`src/hw/iwd_map.svh`:
```
`ifndef IWD_MAP_SVH
`define IWD_MAP_SVH
// Register address and field layout of the watchdog control register.
`define IWD_CTRL_ADDR     8'h00
`define IWD_CTRL_RESET    8'h00
`define IWD_BIT_FLAG      7
`define IWD_BIT_CKSEL     6
`define IWD_BIT_RUN       5
`define IWD_BIT_SB_HI     4
`define IWD_BIT_SB_LO     3
`define IWD_BIT_OVF_HI    2
`define IWD_BIT_OVF_LO    0
// Bits that survive a reset caused by this watchdog.
`define IWD_KEEP_MASK     8'h5f
// Reset-detection flag set by a watchdog reset.
`define IWD_FLAG_MASK     8'h80
// Clear key, written by an immediate move while running.
`define IWD_CLEAR_KEY     8'h55
// Standby behaviour codes.
`define IWD_SB_CONT0      2'h0
`define IWD_SB_SUSPEND    2'h1
`define IWD_SB_PAUSE      2'h2
`define IWD_SB_CONT1      2'h3
// Smallest overflow count; code n gives this count times two to the n.
`define IWD_OVF_BASE      18'h00400
`endif

```
`src/hw/iwd_pkg.sv`:
```
package iwd_pkg;
	typedef logic [7:0]  iwd_byte_t;
	typedef logic [7:0]  iwd_addr_t;
	typedef logic [16:0] iwd_count_t;
	typedef logic [1:0]  iwd_standby_t;
	typedef logic [2:0]  iwd_ovf_sel_t;
endpackage : iwd_pkg

```
`src/hw/iwd_watchdog.sv`:
```
`timescale 1ns/10ps
`include "iwd_map.svh"
module iwd_watchdog (
	input  wire logic              core_clk,
	input  wire logic              arst_n,
	input  wire iwd_pkg::iwd_addr_t reg_addr,
	input  wire iwd_pkg::iwd_byte_t reg_wdata,
	input  wire logic              reg_wr,
	input  wire logic              reg_rd,
	input  wire logic              reg_wr_imm,
	output iwd_pkg::iwd_byte_t     reg_rdata,
	input  wire logic              rc_clk_in,
	input  wire logic              sub_clk_in,
	input  wire logic              ext_rc_wdt_reset,
	input  wire logic              standby_halt,
	input  wire logic              standby_hold,
	input  wire logic              rc_oscillator_start,
	input  wire logic              subclock_enable,
	output logic                   wdt_reset_out,
	output logic                   rc_osc_run
);
	import iwd_pkg::*;

	// Last counter value before overflow for a select code.
	function automatic iwd_count_t ovf_last(input iwd_ovf_sel_t sel);
		logic [17:0] lim;
		lim = `IWD_OVF_BASE << sel;
		return iwd_count_t'(lim - 18'h00001);
	endfunction : ovf_last

	iwd_byte_t    ctrl_reg;
	iwd_count_t   count_reg;
	logic [2:0]   rc_sync_reg;
	logic [2:0]   sub_sync_reg;
	logic         rc_lvl_reg;
	logic         sub_lvl_reg;
	logic         rc_tick_reg;
	logic         sub_tick_reg;
	logic         standby_reg;
	logic         hold_reg;

	logic         run;
	logic         cksel;
	iwd_standby_t sb_mode;
	logic         standby;
	logic         sb_entry;
	logic         hold_entry;
	logic         tick;
	logic         pause_now;
	logic         overflow;
	logic         sub_fail;
	logic         wdt_fire;
	logic         wr_ctrl;
	logic         clear_cmd;

	assign run        = ctrl_reg[`IWD_BIT_RUN];
	assign cksel      = ctrl_reg[`IWD_BIT_CKSEL];
	assign sb_mode    = ctrl_reg[`IWD_BIT_SB_HI:`IWD_BIT_SB_LO];
	assign standby    = standby_halt | standby_hold;
	assign sb_entry   = standby & ~standby_reg;
	assign hold_entry = standby_hold & ~hold_reg;
	assign wr_ctrl    = reg_wr && (reg_addr == `IWD_CTRL_ADDR);

	// Three-stage synchronisers; a level is accepted once stages two and three agree.
	always_ff @(posedge core_clk or negedge arst_n) begin
		if (!arst_n) begin
			rc_sync_reg  <= 3'h0;
			sub_sync_reg <= 3'h0;
		end else begin
			rc_sync_reg  <= {rc_sync_reg[1:0], rc_clk_in};
			sub_sync_reg <= {sub_sync_reg[1:0], sub_clk_in};
		end
	end

	// Accepted levels and one-cycle rising-edge ticks of both watchdog clocks.
	always_ff @(posedge core_clk or negedge arst_n) begin
		if (!arst_n) begin
			rc_lvl_reg   <= 1'b0;
			sub_lvl_reg  <= 1'b0;
			rc_tick_reg  <= 1'b0;
			sub_tick_reg <= 1'b0;
		end else begin
			rc_tick_reg  <= 1'b0;
			sub_tick_reg <= 1'b0;
			if (rc_sync_reg[1] == rc_sync_reg[2] && rc_sync_reg[2] != rc_lvl_reg) begin
				rc_lvl_reg  <= rc_sync_reg[2];
				rc_tick_reg <= rc_sync_reg[2];
			end
			if (sub_sync_reg[1] == sub_sync_reg[2] && sub_sync_reg[2] != sub_lvl_reg) begin
				sub_lvl_reg  <= sub_sync_reg[2];
				sub_tick_reg <= sub_sync_reg[2];
			end
		end
	end

	// Standby edge memory; these inputs come from core-clock logic and need no sync.
	always_ff @(posedge core_clk or negedge arst_n) begin
		if (!arst_n) begin
			standby_reg <= 1'b0;
			hold_reg    <= 1'b0;
		end else begin
			standby_reg <= standby;
			hold_reg    <= standby_hold;
		end
	end

	assign tick      = cksel ? sub_tick_reg : rc_tick_reg;
	assign pause_now = standby && (sb_mode == `IWD_SB_PAUSE);
	assign overflow  = run && tick && !pause_now && (count_reg == ovf_last(ctrl_reg[2:0]));
	// A stopped subclock cannot count, so its loss is judged from the enable bit and from entry into HOLD.
	assign sub_fail  = run && cksel && (!subclock_enable || hold_entry);
	assign wdt_fire  = overflow || sub_fail;
	assign clear_cmd = run && wr_ctrl && reg_wr_imm && (reg_wdata == `IWD_CLEAR_KEY);

	// Counter: held at zero while stopped, cleared by the key, frozen in pause.
	always_ff @(posedge core_clk or negedge arst_n) begin
		if (!arst_n) begin
			count_reg <= 17'h00000;
		end else if (!run || clear_cmd || wdt_fire || ext_rc_wdt_reset) begin
			count_reg <= 17'h00000;
		end else if (tick && !pause_now) begin
			count_reg <= count_reg + 17'h00001;
		end
	end

	// Control register; the flag set takes priority over any software write.
	always_ff @(posedge core_clk or negedge arst_n) begin
		if (!arst_n) begin
			ctrl_reg <= `IWD_CTRL_RESET;
		end else if (ext_rc_wdt_reset) begin
			ctrl_reg <= `IWD_CTRL_RESET;
		end else if (wdt_fire) begin
			ctrl_reg <= (ctrl_reg & `IWD_KEEP_MASK) | `IWD_FLAG_MASK;
		end else if (run && sb_entry && sb_mode == `IWD_SB_SUSPEND) begin
			ctrl_reg[`IWD_BIT_RUN] <= 1'b0;
		end else if (wr_ctrl && !run) begin
			ctrl_reg <= reg_wdata;
		end
	end

	// Reset pulse lasts one core cycle per watchdog event.
	always_ff @(posedge core_clk or negedge arst_n) begin
		if (!arst_n) begin
			wdt_reset_out <= 1'b0;
		end else begin
			wdt_reset_out <= wdt_fire;
		end
	end

	// RC oscillator request; pause and suspend stop it in standby unless forced on.
	always_ff @(posedge core_clk or negedge arst_n) begin
		if (!arst_n) begin
			rc_osc_run <= 1'b0;
		end else begin
			rc_osc_run <= rc_oscillator_start ||
				(!cksel && run && !(standby && sb_mode[0] != sb_mode[1]));
		end
	end

	// Read data stand in the cycle after the strobe; unmapped reads return zero.
	always_ff @(posedge core_clk or negedge arst_n) begin
		if (!arst_n) begin
			reg_rdata <= 8'h00;
		end else if (reg_rd && reg_addr == `IWD_CTRL_ADDR) begin
			reg_rdata <= ctrl_reg;
		end else begin
			reg_rdata <= 8'h00;
		end
	end

	property p_lock;
		@(posedge core_clk) disable iff (!arst_n)
		run && !wdt_fire && !ext_rc_wdt_reset && !sb_entry |=> $stable(ctrl_reg);
	endproperty
	a_lock: assert property (p_lock) else $error("Control changed while locked.");

	property p_clear;
		@(posedge core_clk) disable iff (!arst_n)
		clear_cmd |=> count_reg == 17'h00000;
	endproperty
	a_clear: assert property (p_clear) else $error("Clear key did not zero counter.");

	property p_ovf;
		@(posedge core_clk) disable iff (!arst_n)
		overflow |=> wdt_reset_out && ctrl_reg[`IWD_BIT_FLAG] && !ctrl_reg[`IWD_BIT_RUN];
	endproperty
	a_ovf: assert property (p_ovf) else $error("Overflow missed reset or flag.");

	property p_keep;
		@(posedge core_clk) disable iff (!arst_n)
		wdt_fire && !ext_rc_wdt_reset
			|=> (ctrl_reg & `IWD_KEEP_MASK) == ($past(ctrl_reg) & `IWD_KEEP_MASK);
	endproperty
	a_keep: assert property (p_keep) else $error("Watchdog reset lost settings.");

	property p_ext;
		@(posedge core_clk) disable iff (!arst_n)
		ext_rc_wdt_reset |=> ctrl_reg == 8'h00;
	endproperty
	a_ext: assert property (p_ext) else $error("RC watchdog reset left control set.");

	property p_pause;
		@(posedge core_clk) disable iff (!arst_n)
		run && pause_now && !clear_cmd && !wdt_fire && !ext_rc_wdt_reset |=> $stable(count_reg);
	endproperty
	a_pause: assert property (p_pause) else $error("Counter moved in pause.");

	property p_sub;
		@(posedge core_clk) disable iff (!arst_n)
		run && cksel && !subclock_enable |=> wdt_reset_out ##1 !wdt_reset_out;
	endproperty
	a_sub: assert property (p_sub) else $error("Subclock loss gave no single pulse.");

	property p_osc;
		@(posedge core_clk) disable iff (!arst_n)
		rc_oscillator_start |=> rc_osc_run;
	endproperty
	a_osc: assert property (p_osc) else $error("Oscillator start ignored.");

	property p_stop;
		@(posedge core_clk) disable iff (!arst_n)
		!run |=> count_reg == 17'h00000;
	endproperty
	a_stop: assert property (p_stop) else $error("Stopped counter not zero.");

	// Each accepted tick must advance the count by exactly one, never skip or repeat.
	property p_count;
		@(posedge core_clk) disable iff (!arst_n)
		run && tick && !pause_now && !wdt_fire && !clear_cmd && !ext_rc_wdt_reset
			|=> count_reg == $past(count_reg) + 17'h00001;
	endproperty
	a_count: assert property (p_count) else $error("Counter missed a tick.");

	property p_write;
		@(posedge core_clk) disable iff (!arst_n)
		wr_ctrl && !run && !ext_rc_wdt_reset |=> ctrl_reg == $past(reg_wdata);
	endproperty
	a_write: assert property (p_write) else $error("Write to stopped timer lost.");

	property p_read;
		@(posedge core_clk) disable iff (!arst_n)
		reg_rd && reg_addr == `IWD_CTRL_ADDR |=> reg_rdata == $past(ctrl_reg);
	endproperty
	a_read: assert property (p_read) else $error("Read data differ from control.");

	property p_idle;
		@(posedge core_clk) disable iff (!arst_n)
		!reg_rd |=> reg_rdata == 8'h00;
	endproperty
	a_idle: assert property (p_idle) else $error("Read data stood too long.");

	property p_suspend;
		@(posedge core_clk) disable iff (!arst_n)
		run && sb_entry && sb_mode == `IWD_SB_SUSPEND && !ext_rc_wdt_reset |=> !run;
	endproperty
	a_suspend: assert property (p_suspend) else $error("Suspend left timer running.");

	property p_hold;
		@(posedge core_clk) disable iff (!arst_n)
		run && cksel && hold_entry && !ext_rc_wdt_reset
			|=> wdt_reset_out && ctrl_reg[`IWD_BIT_FLAG];
	endproperty
	a_hold: assert property (p_hold) else $error("HOLD on subclock gave no reset.");

	// The oscillator request is a power hazard both ways, so it is checked per case.
	property p_osc_rc;
		@(posedge core_clk) disable iff (!arst_n)
		!cksel && run && !standby |=> rc_osc_run;
	endproperty
	a_osc_rc: assert property (p_osc_rc) else $error("RC oscillator not requested.");

	property p_osc_pause;
		@(posedge core_clk) disable iff (!arst_n)
		!rc_oscillator_start && standby && sb_mode == `IWD_SB_PAUSE |=> !rc_osc_run;
	endproperty
	a_osc_pause: assert property (p_osc_pause) else $error("RC kept running in pause.");

	property p_osc_sub;
		@(posedge core_clk) disable iff (!arst_n)
		cksel && !rc_oscillator_start |=> !rc_osc_run;
	endproperty
	a_osc_sub: assert property (p_osc_sub) else $error("RC requested on subclock.");
endmodule : iwd_watchdog

```
`config.mk`:
```
export PLATFORM = sky130hd
export DESIGN_NAME = iwd_watchdog
export DESIGN_NICKNAME = d
export VERILOG_FILES = /design/src/hw/iwd_pkg.sv /design/src/hw/iwd_watchdog.sv
export VERILOG_INCLUDE_DIRS = /design/src /design/src/hw
export SDC_FILE = /design/constraint.sdc
export NUM_CORES = 1
export LEC_CHECK = 0
export BUFFER_PORTS_ARGS = -buffer_cell sky130_fd_sc_hd__buf_2
export CAP_MARGIN = 20
export CORE_AREA = 2 2 67 69
export DETAILED_ROUTE_END_ITERATION = 8
export DIE_AREA = 0 0 69 71
export GPL_TIMING_DRIVEN = 0
export HOLD_SLACK_MARGIN = 0.06
export PLACE_DENSITY = 0.8
export SLEW_MARGIN = 20
export SYNTH_ARGS = -nofsm -noshare
export SYNTH_HDL_FRONTEND = slang
export SYNTH_SLANG_ARGS = --single-unit
```
`constraint.sdc`:
```
create_clock -name core_clk -period 3.3 [get_ports core_clk]
set_input_delay 0.165 -clock core_clk [delete_from_list [all_inputs] [get_ports core_clk]]
set_output_delay 0.165 -clock core_clk [all_outputs]
set_load 0.05 [all_outputs]
```
# Word-level counts from Yosys, hierarchy flattened
# Cells that the tools add are included.
# Widths: inputs -> output; s select.
[word_totals]
ff_bits = 47
elab_cells = 85
out_inout_bits = 10
inputBits = 28
[op_classes]
shifts = 1
n_reduce_logical = 38
mux = 12
n_addsub = 2
eq_ne = 12
bitwise = 5
[ops]
columns = ["cell", "n"]
rows = [
  ["$mux 17", 2],
  ["$mux 8", 4],
  ["$logic_and 1x1->1", 20],
  ["$add 17x1->17 const B", 1],
  ["$eq 17x17->1", 1],
  ["$shl 11x3->17 const A", 1],
  ["$sub 17x1->17 const B", 1],
  ["$eq 8x7->1 const B", 1],
  ["$logic_not 8->1", 1],
  ["$logic_or 1x1->1", 6],
  ["$logic_not 1->1", 5],
  ["$mux 5", 1],
  ["$mux 1", 4],
  ["$ne 2x2->1 const B", 2],
  ["$reduce_bool 2->1", 2],
  ["$reduce_bool 4->1", 1],
  ["$ne 1x1->1", 3],
  ["$ne 3x3->1 const B", 1],
  ["$reduce_and 3->1", 1],
  ["$reduce_bool 3->1", 1],
  ["$and 1x1->1", 2],
  ["$eq 1x1->1", 2],
  ["$eq 2x1->1 const B", 1],
  ["$eq 2x2->1 const B", 1],
  ["4 further kinds", 5],
]

# Logic depth before layout (Yosys ltp)
[logic_depth]
ltp_word = 9
depth_mapped = 8
ltp_nobuf = 7

# Least setup slack after synthesis
# OpenSTA, ideal clock, no wires.
[synth_timing]
path_type = "reg2reg"
start = "register ctrl_reg[3]"
end = "register count_reg[15]"
stages_incl_launch_ff = 9
path_buffers = 1
arrival_time_ps = 1725
period_less_slack_ps = 1844
setup_ps = 119
setup_slack_ps = 1456
required_ps = 3181
cell_sequence = "dfrtp_1 inv_1 ha_1 o21a_1 or4b_1 buf_2 nor3_4 xnor2_1 nor2_1"
[synth_via]
elab_chain_cells = 9
elab_cells_between_ends = 11
classes_between = "1 x eq/ne; 1 x mux; 9 x reduce/logical"
[synth_lines]
columns = ["item", "line", "source"]
rows = [
  ["from (decl)", "iwd_watchdog.sv:31", "iwd_byte_t ctrl_reg;"],
  ["from (signal assigned)", "iwd_watchdog.sv:129", "ctrl_reg <= `IWD_CTRL_RESET;"],
  ["from (signal assigned)", "iwd_watchdog.sv:131", "ctrl_reg <= `IWD_CTRL_RESET;"],
  ["from (signal assigned)", "iwd_watchdog.sv:133", "ctrl_reg <= (ctrl_reg & `IWD_KEEP_MASK) | `IWD_FLAG_MASK;"],
  ["$eq 2x2->1 (no source line) *", "n/a", ""],
  ["$logic_and 1x1->1 *", "iwd_watchdog.sv:108", "assign pause_now = standby && (sb_mode == `IWD_SB_PAUSE);"],
  ["$logic_not 1->1 *", "iwd_watchdog.sv:109, iwd_watchdog.sv:121", ""],
  ["$logic_and 1x1->1 (2 in series)", "iwd_watchdog.sv:109", "assign overflow = run && tick && !pause_now && (count_reg == ovf_last(ctrl_reg[2:0]));"],
  ["$logic_or 1x1->1", "iwd_watchdog.sv:112", "assign wdt_fire = overflow || sub_fail;"],
  ["$logic_or 1x1->1 (2 in series)", "iwd_watchdog.sv:119", "end else if (!run || clear_cmd || wdt_fire || ext_rc_wdt_reset) begin"],
  ["$mux 17 / $reduce_bool 2->1 (equally long branches)", "n/a", ""],
  ["to (signal assigned)", "iwd_watchdog.sv:122", "count_reg <= count_reg + 17'h00001;"],
  ["to (decl)", "iwd_watchdog.sv:32", "iwd_count_t count_reg;"],
]
# Every way passes the cells marked *; elsewhere a longest branch is shown, timed or not.
# A chain may end at the register's enable or synchronous reset.

# Worst setup path after layout
[layout_timing]
start = "register count_reg[0]"
end = "register count_reg[11]"
[layout_via]
elab_chain_cells = 6
elab_cells_between_ends = 9
classes_between = "1 x add/sub; 1 x eq/ne; 2 x mux; 5 x reduce/logical"
[layout_lines]
columns = ["item"]
rows = [
  ["branches (longest 6 deep; another with $add 17x1->17)"],
]
# Several ways; the timed one is not identified. The select of a mux whose other input is x is not followed.

==> reports/qor.yml <==
critical_path:
  worst_ep_arrival_time_ps: 2430
  start_kind: "flop"
  cpPeakStageDelay_ps: 420
  startpoint: "count_reg[0]"
  cp.required_ps: 3490
  critical_path.max_fanout: 10
  crit_slowest_cell: "dfrtp_1"
  r2r_end: "count_reg[11]"
  r2r_cells: 7
  crit_type: "reg -> reg"
  end_kind: "flop"
  reg2reg_slack_ps: 1060
  path_cells: "ha_1, and4_1, nor3b_2, nand2_1, o31ai_1, buf_4, nor2_1"
  r2r-start: "count_reg[0]"
placement:
  place.gp.congestion: 0.7952
  hpwl_um: 2996
  io_buffers: 36
layout:
  fillers: 350
  diodes: 0
  drive_above_1_share: 0.2124
  largest_reg_flops: 17
  area_growth_pct: 17.45
  nets: 289
route:
  final_antenna_net_count: 0
  wire_per_inst_um: 13.44
  wl_um: 4181
  drt-initial-drc-count: 191
  dr.pass1.iters: 4
  routed_via_density: 5.508
  drc: 0
  num_vias: 1713
clock_network:
  cts_buffers: 5
  cts_tree: "yes"
  worstSkewPairLatency_ps: 300
  postCtsResizedCells: 0
  path_clk_slew_ps: 90
  root_buffer: "clkbuf_8"
  htree_levels: 2
  cts_buffer_depth: 2
  cts.sinks: 47
logic_synthesis:
  seq_area_frac_synth: 0.5308
  ys_seq_elements: 47
  syn_nets: 241
  async_reset_ff_frac: 1.000
  syn_avg_cell_area_um2: 10.55
  netlist_area_um2: 2216
  synth_edf_count: 0
  synth_cell_type_count: 48
  synth_flop_cell: "dfrtp_1"
  netlist_instances: 210
  yosys_warnings: 0
sta:
  setup_violations: 0
  max_slew.worst_pin.slew_ps: 582.4
  skew_ps: 10.59
  timing.final.crit_share: 0.6802
  period_minus_slack_ps: 2245
  maxSlewHeadroom: 0.6117
  rsz0062_at_grt: "false"
  hold_violations: 0
  setup_tns_ps: 0
  fmax_mhz: 445.5
  final_max_slew_viol_count: 0
die:
  floorplan.die_area_um2: 4899
  core_area_um2: 4204
  dieWidth_um: 69
  io-pin-count: 38
  rows: 24
  fp.dieH_um: 71
  start_util: 0.5271
grt:
  grt_use_total: 0.1870
  gr-total-overflow: 0
  grt_pass1_vias: 1619
  grt_max_degree: 48
  antenna_found_initial: 0
  grt_pass1_wl_um: 7314
power:
  p_leak_nw: 1.244
  vdd_drop_max_mv: 0.3515
  total_power_mw: 0.9865
  power_density_nw_per_um2: 379.1
run_status:
  outcome: "finished, final reports clean"
hold_path:
  hp-class: "in -> reg"
  hold_end: "standby_reg"
  hp-start: "standby_halt"
  min_path_cells: 3
job:
  cap_violations: 0
-- final cells by class --
type,instances,area [um^2],area share
Sequential cell,47,1176,0.4519
Multi-Input combinational cell,149,977.2,0.3755
Timing Repair Buffer,41,232.7,0.08942
Clock buffer,6,72.57,0.02788
Tap cell,52,65.06,0.02500
Buffer,9,43.79,0.01683
Inverter,5,18.77,0.007212
Clock inverter,2,16.27,0.006250
-- routing by layer --
metal | vias to the layer above | wire length (um) | GRT usage
met5 | - | 0 | 0
met4 | 0 | 53 | 0.05882
met3 | 6 | 189 | 0.05128
met2 | 38 | 2021 | 0.3130
met1 | 833 | 1916 | 0.2389
li1 | 836 | - | -
-- worst max-delay path by stage --
| stage | endpoint | slack (ps) | cells after the start |
|---|---|---|---|
| final | count_reg[11] | 1060 | 7 |
| after CTS | count_reg[11] | 1070 | 7 |
| after global placement | count_reg[3] | 1080 | 7 |
| after floorplan | count_reg[15] | 1460 | 8 |
| after detailed placement | count_reg[11] | 1090 | 7 |
| after global routing | count_reg[0] | 900 | 7 |
-- per-stage QoR --
stage | area, um^2 | cells | hold WS [ps] | utilization | worst slack (ps)
2_1_floorplan | 2216 | 210 | -130.6 | - | 1456
4_1_cts | 2580 | 309 | 63.12 | 0.6137 | 1070
3_3_place_gp | 2461 | 298 | 273.9 | 0.5854 | 1080
3_5_place_dp | 2461 | 298 | 274.4 | 0.5854 | 1087
6_report | 2603 | 311 | 90.18 | 0.6190 | 1055
5_1_grt | 2603 | 311 | 87.20 | 0.6190 | 895.2
-- report_power, final --
part           total [mW]  internal, mW  leakage [nW]  switching (mW)
clock network       0.348         0.152        0.0418           0.195
logic              0.0498        0.0218         0.573          0.0280
registers           0.589         0.585         0.629         0.00448
-- worst max-delay path: cells and delay by family (launching register included) --
family,cells,cell delay (ps)
AND/OR/NAND/NOR,4,820
flip-flops,1,420
AO/OA/AOI/OAI,1,410
buffers and inverters,1,260
adder cells (fa/ha/maj),1,230
-- cells in the mapped netlist, types with 2 or more instances --
library cell  instances  area [um^2]
or3_1                 3        18.77
nand2_1              13        48.80
nand4b_1              2        17.52
xnor2_1               6        52.55
and4_1                2        17.52
maj3_1                2        20.02
nor3_1                5        25.02
dfrtp_1              47         1176
nand3_1               8        40.04
and3_1               11        68.82
a311oi_1              2        17.52
or4_1                 2        15.01
o21ai_0               5        25.02
inv_1                 5        18.77
a311o_1               2        20.02
buf_2                 5        25.02
xor2_1                9        78.83
clkbuf_1              3        11.26
nand2b_1              3        18.77
a21oi_1               2        10.01
nor2_1               31        116.4
nor4b_1               2        17.52
ha_1                  3        37.54
nand4_1               5        31.28
a21boi_0              2        15.01
o31ai_1               2        15.01
mux2i_1               7        70.07
-- cell families after synthesis --
| family | Yosys count | share of synthesized area |
|---|---|---|
| adders and majority gates | 5 | 0.02598 |
| buffers and inverters | 14 | 0.02823 |
| xor gates and xnor gates | 15 | 0.05929 |
| DFF | 47 | 0.5308 |
| muxes | 8 | 0.03840 |
| AOI/OAI and AO/OA | 25 | 0.08357 |
| and+or+nand+nor | 96 | 0.2338 |
-- what timing repair did --
| item | 4_1_cts | 5_1_grt |
|---|---|---|
| buffers inserted | 0 | 0 |
| endpoints found under the hold margin | 3 | 48 |
| hold buffers | 3 | 2 |
-- layout by cell type (no fill, tap or decap), types with 2 or more instances in the layout --
master / instances
a21boi_0: 2
a21oi_1: 2
a311o_1: 2
a311oi_1: 2
and3_1: 11
and4_1: 2
buf_2: 40
buf_4: 2
clkbuf_1: 4
clkbuf_8: 5
dfrtp_1: 47
dlygate4sd3_1: 5
ha_1: 3
inv_1: 5
maj3_1: 2
mux2i_1: 7
nand2_1: 13
nand2b_1: 3
nand3_1: 8
nand4_1: 5
nand4b_1: 2
nor2_1: 31
nor3_1: 5
nor4b_1: 2
o21ai_0: 5
o31ai_1: 2
or3_1: 3
or4_1: 2
xnor2_1: 6
xor2_1: 9
Power figures use the tool's default switching activity.
